==> config.mk <==
export PLATFORM = sky130hd
export DESIGN_NAME = scgc_top
export DESIGN_NICKNAME = d
export VERILOG_FILES = /design/src/shared/scgc_pkg.sv /design/src/design/scgc_top.sv
export VERILOG_INCLUDE_DIRS = /design/src /design/src/shared
export SDC_FILE = /design/constraint.sdc
export NUM_CORES = 1
export LEC_CHECK = 0
export ABC_CLOCK_PERIOD_IN_PS = 3100
export BUFFER_PORTS_ARGS = -buffer_cell sky130_fd_sc_hd__buf_2
export CAP_MARGIN = 20
export CORE_MARGIN = 2
export CORE_UTILIZATION = 25
export DETAILED_ROUTE_END_ITERATION = 8
export HOLD_SLACK_MARGIN = 0.1
export PLACE_DENSITY = 0.46
export SYNTH_ARGS = -nofsm -noshare
export SYNTH_HDL_FRONTEND = slang
export SYNTH_SLANG_ARGS = --single-unit
==> constraint.sdc <==
create_clock -name clk -period 3.1 [get_ports clk]
set_input_delay 0 -clock clk [delete_from_list [all_inputs] [get_ports clk]]
set_output_delay 0 -clock clk [all_outputs]
set_load 0.02 [all_outputs]
==> src/shared/scgc_params.svh <==
`ifndef SCGC_PARAMS_SVH
`define SCGC_PARAMS_SVH

// ----------------------------------------------------------------
// Register window
// ----------------------------------------------------------------
`define SCGC_BASE         24'hFFFC00
`define SCGC_WIN_LSB      6
`define SCGC_OFS_CFG      6'h00
`define SCGC_OFS_TEST     6'h02
`define SCGC_OFS_ULVL     6'h04
`define SCGC_OFS_SLVL     6'h06
`define SCGC_OFS_PINS     6'h08
`define SCGC_OFS_PORT     6'h0A
`define SCGC_OFS_PINRD    6'h0C

// ----------------------------------------------------------------
// Field positions
// ----------------------------------------------------------------
`define SCGC_STOP_BIT     15
`define SCGC_SUPERVISOR_ACCESS_BIT_BIT     7
`define SCGC_ARBITRATION_NUMBER_FIELD_MSB     3
`define SCGC_ARBITRATION_NUMBER_FIELD_LSB     0
`define SCGC_HLVL_MSB     10
`define SCGC_HLVL_LSB     8
`define SCGC_LLVL_MSB     2
`define SCGC_LLVL_LSB     0
`define SCGC_VEC_MSB      7
`define SCGC_VEC_LSB      2
`define SCGC_PA_MSB       10
`define SCGC_PA_LSB       8
`define SCGC_BYTE_MSB     7

// ----------------------------------------------------------------
// Reset values and vector codes
// ----------------------------------------------------------------
`define SCGC_STOP_RST     1'h0
`define SCGC_SUPERVISOR_ACCESS_BIT_RST     1'h1
`define SCGC_ARBITRATION_NUMBER_FIELD_RST     4'h0
`define SCGC_LVL_RST      3'h0
`define SCGC_VEC_RST      6'h03
`define SCGC_PA_RST       3'h0
`define SCGC_BYTE_RST     8'h00
`define SCGC_CODE_UA      2'h0
`define SCGC_CODE_UB      2'h1
`define SCGC_CODE_SS      2'h2

`endif

==> src/shared/scgc_pkg.sv <==
`default_nettype none

package scgc_pkg;

  // Intermodule bus request, one cycle strobe
  typedef struct packed {
    logic        req;
    logic        wr;
    logic [23:0] addr;
    logic [15:0] wdata;
  } scgc_bus_req_s;

  // Interrupt acknowledge from the processor
  typedef struct packed {
    logic       valid;
    logic [2:0] level;
  } scgc_iack_s;

  // Pin configuration handed to the serial channels
  typedef struct packed {
    logic [2:0] assign_sel;
    logic [7:0] direction;
    logic [7:0] data;
  } scgc_pin_cfg_s;

  typedef enum logic [2:0] {
    SCGC_IDLE = 3'h1,
    SCGC_ARB  = 3'h2,
    SCGC_VEC  = 3'h4
  } scgc_arb_e;

endpackage

`default_nettype wire

==> src/design/scgc_top.sv <==
`timescale 1ns/1ps
`default_nettype none
`include "scgc_params.svh"

// Contract
// - Decode 64-byte register window on bus
// - Unimplemented bits ignore writes, read zero
// - Stop bit gates module clock off
// - Stop holds until write or reset
// - Supervisor bit stored, no access effect
// - Per-channel level 0 disabled to 7
// - UART A and B levels separate, serial level separate
// - Equal level: serial, UART A, UART B
// - Join arbitration only on level match
// - Highest presented arbitration number wins
// - Arbitration number zero means no arbitration
// - Vector: six base bits plus channel code
// - Three adjacent vectors from one base
// - Pin register selects serial or GPIO
// - Module map bit clear: no response
module scgc_top
  import scgc_pkg::*;
(
  // Clock and reset
  input  wire logic          clk,
  input  wire logic          reset,
  // Register bus
  input  wire scgc_bus_req_s bus_in,
  input  wire logic          module_map_bit,
  output logic               bus_ack,
  output logic [15:0]        bus_rdata,
  // Channel requests and acknowledge
  input  wire logic          irq_sync_serial,
  input  wire logic          irq_uart_a,
  input  wire logic          irq_uart_b,
  input  wire scgc_iack_s    iack,
  input  wire logic [3:0]    arb_in,
  output logic [2:0]         irq_req_level,
  output logic [3:0]         arb_out,
  output logic               arb_oe,
  output logic [7:0]         vector_out,
  output logic               vector_oe,
  // Module control
  output logic               module_clk_en,
  input  wire logic [7:0]    pin_in,
  output scgc_pin_cfg_s      pin_cfg
);

  // ----------------------------------------------------------------
  // Pin synchroniser
  // ----------------------------------------------------------------
  logic [7:0] pin_meta;
  logic [7:0] pin_sync;

  always_ff @(posedge clk or posedge reset) begin
    if (reset) begin
      pin_meta <= `SCGC_BYTE_RST;
      pin_sync <= `SCGC_BYTE_RST;
    end else begin
      pin_meta <= pin_in;
      pin_sync <= pin_meta;
    end
  end

  // ----------------------------------------------------------------
  // Registers
  // ----------------------------------------------------------------
  logic       stop;
  logic       supervisor_access_bit;
  logic [3:0] arbitration_number_field;
  logic [2:0] lvl_a;
  logic [2:0] lvl_b;
  logic [2:0] lvl_s;
  logic [5:0] vec_base;
  logic [2:0] pin_assign;
  logic [7:0] pin_dir;
  logic [7:0] port_data;
  logic       next_stop;
  logic       next_supervisor_access_bit;
  logic [3:0] next_arbitration_number_field;
  logic [2:0] next_lvl_a;
  logic [2:0] next_lvl_b;
  logic [2:0] next_lvl_s;
  logic [5:0] next_vec_base;
  logic [2:0] next_pin_assign;
  logic [7:0] next_pin_dir;
  logic [7:0] next_port_data;
  logic       hit;
  logic [5:0] ofs;

  // Window hit also needs the module map bit
  // window decode
  assign hit = bus_in.req && module_map_bit &&
               (bus_in.addr[23:`SCGC_WIN_LSB] ==
                18'(`SCGC_BASE >> `SCGC_WIN_LSB));
  // Word access only; the odd byte address selects the same word
  assign ofs = {bus_in.addr[5:1], 1'b0};

  always_comb begin
    next_stop       = stop;
    next_supervisor_access_bit       = supervisor_access_bit;
    next_arbitration_number_field       = arbitration_number_field;
    next_lvl_a      = lvl_a;
    next_lvl_b      = lvl_b;
    next_lvl_s      = lvl_s;
    next_vec_base   = vec_base;
    next_pin_assign = pin_assign;
    next_pin_dir    = pin_dir;
    next_port_data  = port_data;
    // Bus stays live while stopped so software can clear stop
    // stop held
    if (hit && bus_in.wr) begin
      unique case (ofs)
        `SCGC_OFS_CFG: begin
          next_stop = bus_in.wdata[`SCGC_STOP_BIT];
          next_supervisor_access_bit = bus_in.wdata[`SCGC_SUPERVISOR_ACCESS_BIT_BIT];
          next_arbitration_number_field = bus_in.wdata[`SCGC_ARBITRATION_NUMBER_FIELD_MSB:`SCGC_ARBITRATION_NUMBER_FIELD_LSB];
        end
        `SCGC_OFS_ULVL: begin
          next_lvl_a = bus_in.wdata[`SCGC_HLVL_MSB:`SCGC_HLVL_LSB];
          next_lvl_b = bus_in.wdata[`SCGC_LLVL_MSB:`SCGC_LLVL_LSB];
        end
        `SCGC_OFS_SLVL: begin
          next_lvl_s    = bus_in.wdata[`SCGC_HLVL_MSB:`SCGC_HLVL_LSB];
          next_vec_base = bus_in.wdata[`SCGC_VEC_MSB:`SCGC_VEC_LSB];
        end
        `SCGC_OFS_PINS: begin
          next_pin_assign = bus_in.wdata[`SCGC_PA_MSB:`SCGC_PA_LSB];
          next_pin_dir    = bus_in.wdata[`SCGC_BYTE_MSB:0];
        end
        `SCGC_OFS_PORT: next_port_data = bus_in.wdata[`SCGC_BYTE_MSB:0];
        default: ;
      endcase
    end
  end

  always_ff @(posedge clk or posedge reset) begin
    if (reset) begin
      stop       <= `SCGC_STOP_RST;
      supervisor_access_bit       <= `SCGC_SUPERVISOR_ACCESS_BIT_RST;
      arbitration_number_field       <= `SCGC_ARBITRATION_NUMBER_FIELD_RST;
      lvl_a      <= `SCGC_LVL_RST;
      lvl_b      <= `SCGC_LVL_RST;
      lvl_s      <= `SCGC_LVL_RST;
      vec_base   <= `SCGC_VEC_RST;
      pin_assign <= `SCGC_PA_RST;
      pin_dir    <= `SCGC_BYTE_RST;
      port_data  <= `SCGC_BYTE_RST;
    end else begin
      stop       <= next_stop;
      supervisor_access_bit       <= next_supervisor_access_bit;
      arbitration_number_field       <= next_arbitration_number_field;
      lvl_a      <= next_lvl_a;
      lvl_b      <= next_lvl_b;
      lvl_s      <= next_lvl_s;
      vec_base   <= next_vec_base;
      pin_assign <= next_pin_assign;
      pin_dir    <= next_pin_dir;
      port_data  <= next_port_data;
    end
  end

  assign module_clk_en          = ~stop;
  // One driver for the whole struct keeps the variable single-sourced
  assign pin_cfg = '{assign_sel: pin_assign,
                     direction:  pin_dir,
                     data:       port_data};

  // ----------------------------------------------------------------
  // Bus response
  // ----------------------------------------------------------------
  logic [15:0] next_rdata;
  logic        next_ack;

  always_comb begin
    next_ack   = hit;
    next_rdata = 16'h0000;
    if (hit && !bus_in.wr) begin
      unique case (ofs)
        `SCGC_OFS_CFG: begin
          next_rdata[`SCGC_STOP_BIT] = stop;
          next_rdata[`SCGC_SUPERVISOR_ACCESS_BIT_BIT] = supervisor_access_bit;
          next_rdata[`SCGC_ARBITRATION_NUMBER_FIELD_MSB:`SCGC_ARBITRATION_NUMBER_FIELD_LSB] = arbitration_number_field;
        end
        `SCGC_OFS_ULVL: begin
          next_rdata[`SCGC_HLVL_MSB:`SCGC_HLVL_LSB] = lvl_a;
          next_rdata[`SCGC_LLVL_MSB:`SCGC_LLVL_LSB] = lvl_b;
        end
        `SCGC_OFS_SLVL: begin
          next_rdata[`SCGC_HLVL_MSB:`SCGC_HLVL_LSB] = lvl_s;
          next_rdata[`SCGC_VEC_MSB:`SCGC_VEC_LSB]   = vec_base;
        end
        `SCGC_OFS_PINS: begin
          next_rdata[`SCGC_PA_MSB:`SCGC_PA_LSB] = pin_assign;
          next_rdata[`SCGC_BYTE_MSB:0]          = pin_dir;
        end
        `SCGC_OFS_PORT:  next_rdata[`SCGC_BYTE_MSB:0] = port_data;
        `SCGC_OFS_PINRD: next_rdata[`SCGC_BYTE_MSB:0] = pin_sync;
        default: ;
      endcase
    end
  end

  always_ff @(posedge clk or posedge reset) begin
    if (reset) begin
      bus_ack   <= 1'b0;
      bus_rdata <= 16'h0000;
    end else begin
      bus_ack   <= next_ack;
      bus_rdata <= next_rdata;
    end
  end

  // ----------------------------------------------------------------
  // Interrupt request and acknowledge arbitration
  // ----------------------------------------------------------------
  scgc_arb_e  state;
  scgc_arb_e  next_state;
  logic [1:0] chan;
  logic [1:0] next_chan;
  logic [2:0] next_req_level;
  logic [7:0] next_vector;
  logic       act_s;
  logic       act_a;
  logic       act_b;

  assign act_s = irq_sync_serial && (lvl_s != `SCGC_LVL_RST);
  assign act_a = irq_uart_a && (lvl_a != `SCGC_LVL_RST);
  assign act_b = irq_uart_b && (lvl_b != `SCGC_LVL_RST);

  always_comb begin
    next_state     = state;
    next_chan      = chan;
    next_vector    = vector_out;
    next_req_level = `SCGC_LVL_RST;
    if (act_b) next_req_level = lvl_b;
    if (act_a && lvl_a > next_req_level) next_req_level = lvl_a;
    if (act_s && lvl_s > next_req_level) next_req_level = lvl_s;
    unique case (state)
      SCGC_IDLE: begin
        if (iack.valid && arbitration_number_field != `SCGC_ARBITRATION_NUMBER_FIELD_RST) begin
          if (act_s && lvl_s == iack.level) begin
            next_chan  = `SCGC_CODE_SS;
            next_state = SCGC_ARB;
          end else if (act_a && lvl_a == iack.level) begin
            next_chan  = `SCGC_CODE_UA;
            next_state = SCGC_ARB;
          end else if (act_b && lvl_b == iack.level) begin
            next_chan  = `SCGC_CODE_UB;
            next_state = SCGC_ARB;
          end
        end
      end
      SCGC_ARB: begin
        if (arb_in == arbitration_number_field) begin
          next_vector = {vec_base, chan};
          next_state  = SCGC_VEC;
        end else begin
          next_state = SCGC_IDLE;
        end
      end
      SCGC_VEC: next_state = SCGC_IDLE;
    endcase
  end

  always_ff @(posedge clk or posedge reset) begin
    if (reset) begin
      state         <= SCGC_IDLE;
      chan          <= `SCGC_CODE_UA;
      vector_out    <= `SCGC_BYTE_RST;
      irq_req_level <= `SCGC_LVL_RST;
    end else begin
      state         <= next_state;
      chan          <= next_chan;
      vector_out    <= next_vector;
      irq_req_level <= next_req_level;
    end
  end

  // drive only when competing or won
  assign arb_oe    = (state == SCGC_ARB);
  assign arb_out   = arbitration_number_field;
  assign vector_oe = (state == SCGC_VEC);

endmodule // scgc_top

`default_nettype wire

==> results by group, run 1 <==
Die
  – Die W: around 130 um
  – I/O Pins: between 100 and 150
  – Die height: approximately 130 um
  – Initial Utilization: roughly a quarter
  – Die area: 16200 um2
  – Num rows: between 40 and 50
  – Core area: about 15000 um2

Synth
  – EDFF count, synth: 0
  – Synth Register Bits: between 80 and 90
  – Distinct cells, synth: 48
  – Sequential fraction of the synthesis area: about 56%
  – Yosys warns: 0
  – Synth Cell Area: 3800 um2
  – Top_reg_cell synth: dfrtp_1
  – Post-synthesis area per instance: approximately 13 um2
  – Async S/R FF share, synth: between 90% and 100%
  – Cells after synthesis: 301

Layout
  – Antenna cells: 0
  – Finished Core Util: 34.6%
  – Area Overhead vs Synth: 36.9%
  – Post-Layout Cell Count: roughly 640
  – Layout cells sized above 1: 43.2%
  – Nets: around 520

CTS
  – Clk sinks: 85
  – Clk buf depth: 2
  – CTS H-Tree Depth: 3
  – CTS tree: yes
  – Worst skew pair latency: 0.35 ns
  – Inserted Clock Buffers: 9
  – Root buffer cell: clkbuf_16
  – CTS clock-pin slew for the worst setup and hold paths: roughly 0.060 ns

Power
  – Leak pwr: between 2 and 3 nW
  – Max rail drop VDD: about 0.33 mV
  – Power Dens Cells: between 400 and 500 nW/um2

Timing
  – Setup TNS: 0 ns
  – Relative slew slack: 42.0%
  – Final hold violations: 0
  – Max-slew violations: 0
  – Crit path time final: a little under 3 ns
  – Maximum clock frequency: ~0.34 GHz
  – Setup Skew: between 0.006 and 0.007 ns
  – Setup-failing EPs final: 0
  – Worst-Margin Slew: around 0.87 ns
  – Final period utilization: between 90% and 100%

Detailed routing
  – Post-route DRC violation count: 0
  – Via Count: just under 3000
  – Drt first-iter violations: about 120
  – 1st-pass router iterations: 6
  – Final wirelength: 10.7 mm
  – WL per Instance: about 17 um
  – Via-per-instance ratio: roughly 4.6
  – Antenna viol nets, final: 0

Job
  – Max Cap Violations: 0

Setup path
  – CP cell instances: and2_1 > ha_1 > a31oi_1 > o21a_1 > mux2_2 > ha_1 > a21o_1 > a21oi_1 > a311oi_2 > mux2_2
  – CP Capture Type: flip-flop
  – Crit path buf inv count: 0
  – CP top delay family: compound AO/OA/AOI/OAI gates
  – Worst-path fanout max: 5
  – Max stage delay on crit path: approximately 0.42 ns
  – CP Launch Type: flip-flop
  – Worst EP arrival: 3.19 ns
  – Critical path class: flip-flop to flip-flop
  – Slowest CP cell: dfrtp_1
  – Data required time of the critical path: about 3.3 ns

Outcome
  – Status: finished, final reports clean

Global route
  – Initial antenna violation count: 0
  – Largest net degree at the start of global routing: about 50
  – Grt ovf: 0
  – First-pass GRT wire length: 16.5 mm
  – Number of global-route vias before repair: around 3000
  – Global-route usage over all layers: roughly 14%

Place
  – Routability cong.: between 0.8 and 0.9
  – Post-DP HPWL: a little under 8 mm
  – Port Buf Inserts: about 110
  – # placed instances: 595

Worst hold path
  – Hold WC Path Type: input pin to flip-flop
## report_power, final
part           internal, mW  switching [mW]  total, mW
registers              1.12         0.00274       1.12
logic                0.0639          0.0761      0.140
clock network         0.726           0.451       1.18
total                  1.91           0.530       2.44
## synthesized netlist by cell type (2+ instances only)
library cell   n  area, um2
nor4_1         3       18.8
nor2b_1        2       12.5
o21ai_0        7       35.0
a222oi_1       3       30.0
ha_1           6       75.1
a21oi_1        6       30.0
a22oi_1        9       67.6
dfrtp_1       81       2030
buf_4          4       30.0
nand3_1        3       15.0
and2_1         2       12.5
o21a_1         3       22.5
nor2_1        15       56.3
inv_1         12       45.0
o31ai_1        2       15.0
nand2_1       22       82.6
nor3b_1        3       22.5
mux2_2        52        586
mux2i_1       12        120
nor3_1         2       10.0
xnor2_1        2       17.5
clkbuf_1       4       15.0
xor2_1        10       87.6
nand4_1        3       18.8
nand2_2        2       12.5
and3_1         3       18.8
nand2b_1       4       25.0
dfstp_2        4        105
## cell usage in the layout (no fill, tap or decap), types with 7 or more instances in the layout
cell	synthesis	routed
buf_2	0	108
nand2_1	22	22
dfrtp_1	81	81
mux2i_1	12	12
inv_1	12	11
mux2_2	52	52
a22oi_1	9	9
dlygate4sd3_1	0	29
nor2_1	15	15
xor2_1	10	10
clkbuf_16	0	9
o21ai_0	7	7
buf_4	4	7
## logic make-up (layout without fill, tap and decap cells)
| family | Yosys count | count (layout) | synth area share [%] |
|---|---|---|---|
| multiplexers | 64 | 64 | 18.6 |
| XOR/XNOR | 12 | 12 | 2.77 |
| AO/OA/AOI/OAI | 40 | 40 | 7.35 |
| adder cells (fa/ha/maj) | 6 | 6 | 1.98 |
| buffers and inverters | 22 | 172 | 2.77 |
| flip-flops | 85 | 85 | 56.2 |
| AND/OR/NAND/NOR | 71 | 71 | 10.3 |
| other | 1 | 4 | 0.0988 |
## state kept, by name (all words and copies together), names as in the netlist
name and count:
bus_rdata 12, pin_dir 8, pin_meta 8, pin_sync 8
port_data 8, vector_out 8, vec_base 6, arb_out 4
irq_req_level 3, lvl_a 3, lvl_b 3, lvl_s 3
pin_assign 3, state 3, chan 2, bus_ack 1
stop 1, supervisor_access_bit 1
## final timing paths
| check | from | to | slack [ns] | cells after the start |
|---|---|---|---|---|
| min in group asynchronous | reset | pin_dir[4] | 0.32 | 3 |
| max in group asynchronous | reset | vec_base[1] | 1.92 | 4 |
| hold reg to reg | pin_meta[0] | pin_sync[0] | 0.35 | 0 |
| setup / recovery | lvl_b[0] | irq_req_level[0] | 0.14 | 10 |
| hold / removal | bus_in[19] | bus_rdata[0] | 0.11 | 5 |
| setup reg to reg | lvl_b[0] | irq_req_level[0] | 0.14 | 10 |
## what timing repair did
| action | 4_1_cts | 5_1_grt |
|---|---|---|
| gates resized for setup | 0 | 1 |
| hold buffers | 29 | 0 |
| hold endpoints to repair | 100 | 0 |
| setup endpoints to repair | 0 | 3 |
| buffers inserted | 0 | 2 |
## routing by layer
layer,part of all wire [%],global-route usage [%]
met5,0,0
met1,45,17.7
met4,3.3,7.50
met3,5.3,3.02
met2,46,21.5
## worst register-to-register path, delay by kind of cell, from the launching register on
| kind | cells | cell delay, ns |
|---|---|---|
| muxes | 2 | 0.74 |
| AOI/OAI and AO/OA | 5 | 0.92 |
| adders and majority gates | 2 | 0.60 |
| DFF | 1 | 0.42 |
| and+or+nand+nor | 1 | 0.18 |
## metrics by stage
stage	area [um2]	hold slack (ns)	power (mW)	setup WS (ns)
6_report	5200	0.111	2.44	0.145
5_1_grt	5200	0.120	2.53	-0.0275
4_1_cts	5180	0.106	2.47	0.134
3_5_place_dp	4560	0.110	1.26	0.147
3_3_place_gp	4560	0.108	1.26	0.258
2_1_floorplan	3810	0.0314	1.20	0.217
## layout make-up
class / instances / area (um2)
fillers: 1489 / 9830
flip-flops and latches: 85 / 2130
multi-input cells: 197 / 1580
repair buffers: 144 / 883
clock buffers: 10 / 239
well taps: 188 / 235
clock inverters: 6 / 86.3
inverters: 12 / 46.3
No activity file was read; power rests on OpenSTA's default activity.
==> inputs of run 2 (changes only) <==
--- a/config.mk
+++ b/config.mk
@@ -16,2 +16,3 @@
 export PLACE_DENSITY = 0.46
+export SETUP_SLACK_MARGIN = 0.3
 export SYNTH_ARGS = -nofsm -noshare
--- a/constraint.sdc
+++ b/constraint.sdc
@@ -3,2 +3,2 @@
 set_output_delay 0 -clock clk [all_outputs]
-set_load 0.02 [all_outputs]
+set_load 0.005 [all_outputs]
==> run 2 against run 1 <==
Effect of this change: clock skew grew 0.0015 ns; non-clock buffer count is 5 higher; clock power fell by 8%; design area up 1.7%; wire length decreased by 0.65%; sequential share of layout area is 0.61 points lower; combinational power hardly changed; worst hold slack better by 0.0069 ns; final cell count is 0.62% higher; count of clock-buffer cells in the layout up 1; global-route usage shrank 0.15 points; first-iteration DRC count increased by 27%; highest routed layer unchanged.
==> results by group, run 2 (synthesis results as in run 1) <==
Outcome
  – Status: finished, final reports clean

Setup path
  – Max stage delay on crit path: 0.39 ns (-0.03 ns)
  – CP cell instances: nand2_2 > ha_4 > nor2b_4 > o21a_1 > o21a_1 > buf_4 > mux2_4 > ha_4 > a21oi_2 > a311oi_2 > mux2_4
  – CP Capture Type: flip-flop
  – Critical path class: flip-flop to flip-flop
  – Slowest CP cell: dfrtp_1
  – CP top delay family: compound AO/OA/AOI/OAI gates
  – Data required time of the critical path: 3.32 ns (about the same)
  – CP Launch Type: flip-flop
  – Worst-path fanout max: 3 (-2)
  – Worst EP arrival: 3.03 ns (-0.16 ns)
  – Crit path buf inv count: 1 (+1)

Place
  – # placed instances: 595 (unchanged)
  – Routability cong.: 0.792 (-7.5%)
  – Post-DP HPWL: 7.66 mm (-1.6%)
  – Cell area after placement: 4570 um2 (+0.14%)
  – Port Buf Inserts: 108 (unchanged)
  – Setup WS pre-CTS: 0.182 ns (+0.0356 ns)

Global route
  – First-pass GRT wire length: 16.4 mm (-0.96%)
  – Global-route usage over all layers: 13.5% (-0.15 points)
  – Initial antenna violation count: 0 (unchanged)
  – Grt ovf: 0 (unchanged)
  – Largest net degree at the start of global routing: 37 (-27%)
  – Number of global-route vias before repair: 3023 (+0.23%)

Power
  – Max rail drop VDD: 0.303 mV (-8.0%)
  – Power Dens Cells: 444 nW/um2 (-5.4%)
  – Clock power frac: 46.3% (-1.9 points)
  – Leak pwr: 2.68 nW (+1.3%)
  – Internal: 1.85 mW (-3.4%)
  – Tot Pwr: 2.35 mW (-3.8%)
  – Flop pwr share: 47.8% (+1.8 points)
  – NetSw: 502 uW (-5.4%)
  – Share of total power in combinational logic: 5.9% (+0.2 points)
  – Sw Share: 21.4% (-0.36 points)

Layout
  – Commonest non-fill, non-tap cell in the layout: buf_2
  – Max reg flops: 12 (unchanged)
  – Finished Core Util: 35.2% (+0.58 points)
  – Largest Register: bus_rdata
  – Layout cells sized above 1: 45.6% (+2.5 points)
  – Area Overhead vs Synth: 39.3%
  – Nets: 524 (+0.96%)
  – Post-Layout Cell Count: 646 (+0.62%)
  – Antenna cells: 0 (unchanged)
  – Most frequent cells in the layout: buf_2 (108), dfrtp_1 (78), mux2_2 (48)
  – Final instance area: 5290 um2 (+1.7%)

Die
  – Die height: 127 um (unchanged)
  – I/O Pins: 118 (unchanged)
  – Core area: 15000 um2 (unchanged)
  – Initial Utilization: 25.3% (unchanged)
  – Die area: 16200 um2 (unchanged)
  – Die W: 127 um (unchanged)
  – Num rows: 45 (unchanged)

Worst hold path
  – Hold WC Path Type: input pin to flip-flop

Detailed routing
  – 1st-pass router iterations: 5 (-1)
  – Drt first-iter violations: 146 (+27%)
  – WL per Instance: 16.4 um (-1.3%)
  – Post-route DRC violation count: 0 (unchanged)
  – Antenna viol nets, final: 0 (unchanged)
  – Via-per-instance ratio: 4.56 (-0.92%)
  – Via Count: 2947 (-0.30%)
  – Final wirelength: 10.6 mm (-0.65%)

Timing
  – Post-route setup slack: 0.292 ns (+0.147 ns)
  – Final period utilization: 90.6% (-4.8 points)
  – Relative slew slack: 57.3% (+15 points)
  – Setup TNS: 0 ns (unchanged)
  – Max-slew violations: 0 (unchanged)
  – Crit path time final: 2.81 ns (-0.147 ns)
  – RSZ-0062 raised after global routing: yes
  – Worst-Margin Slew: 0.639 ns (-0.230 ns)
  – Maximum clock frequency: 0.356 GHz (+5.3%)
  – Setup Skew: 0.00764 ns (+0.00152 ns)
  – Setup-failing EPs final: 0 (unchanged)
  – Min Hold Slack: 0.118 ns (+0.00690 ns)
  – Final hold violations: 0 (unchanged)

CTS
  – Root buffer cell: clkbuf_16
  – CTS H-Tree Depth: 3 (unchanged)
  – CTS clock-pin slew for the worst setup and hold paths: 0.06 ns (about the same)
  – Worst skew pair latency: 0.34 ns (about the same)
  – Inserted Clock Buffers: 9 (unchanged)
  – Clk sinks: 85 (unchanged)
  – CTS tree: yes
  – Clk buf depth: 2 (unchanged)

Job
  – Max Cap Violations: 0 (unchanged)
-- run 2: area by class of cell --
class | instances | area [um2]
Multi-Input combinational cell | 197 | 1650
Clock buffer | 11 | 253
Inverter | 12 | 46.3
Sequential cell | 85 | 2140
Clock inverter | 4 | 47.5
Fill cell | 1512 | 9750
Tap cell | 188 | 235
Timing Repair Buffer | 149 | 923
-- run 2: per-layer routing --
layer  track usage [%]  share of wire, %  vias to the layer above
li1                  -                 -                     1386
met1              17.4                45                     1451
met2              22.3                48                       97
met3              3.85               5.7                       13
met4              4.27               1.6                        0
met5                 0                 0                        -
-- run 2: worst paths after layout --
path / end / start / slack (ns) / cells after the start
min in group asynchronous: pin_meta[4] / reset / 0.15 / 3
max: irq_req_level[0] / lvl_b[1] / 0.29 / 11
max in group asynchronous: state[0] / reset / 2.15 / 4
min reg2reg: pin_sync[2] / pin_meta[2] / 0.35 / 0
min: state[0] / iack[3] / 0.12 / 4
max reg2reg: irq_req_level[0] / lvl_b[1] / 0.29 / 11
-- run 2: repair_timing --
action / in CTS / in global routing
endpoints found under the setup margin: 3 / 4
gates resized for setup: 3 / 12
buffers inserted: 5 / 1
gates cloned: 0 / 0
hold endpoints to repair: 134 / 0
hold buffers: 30 / 0
pin swaps: 1 / 6
-- run 2: worst reg2reg max path, stage by stage, from the launching register on --
cell      delay (ns)
dfrtp_1         0.39
nand2_2         0.11
ha_4            0.21
nor2b_4         0.12
o21a_1          0.19
o21a_1          0.23
buf_4           0.15
mux2_4          0.32
ha_4            0.28
a21oi_2         0.05
a311oi_2        0.31
mux2_4          0.33
-- run 2: power groups by stage --
stage | Sequential [mW] | Clock, mW | Combinational (mW)
floorplan | 1.14 | 0 | 0.0496
global placement | 1.14 | 0 | 0.112
detailed placement | 1.14 | 0 | 0.115
CTS | 1.12 | 1.12 | 0.142
global route | 1.12 | 1.17 | 0.155
finish | 1.12 | 1.09 | 0.138
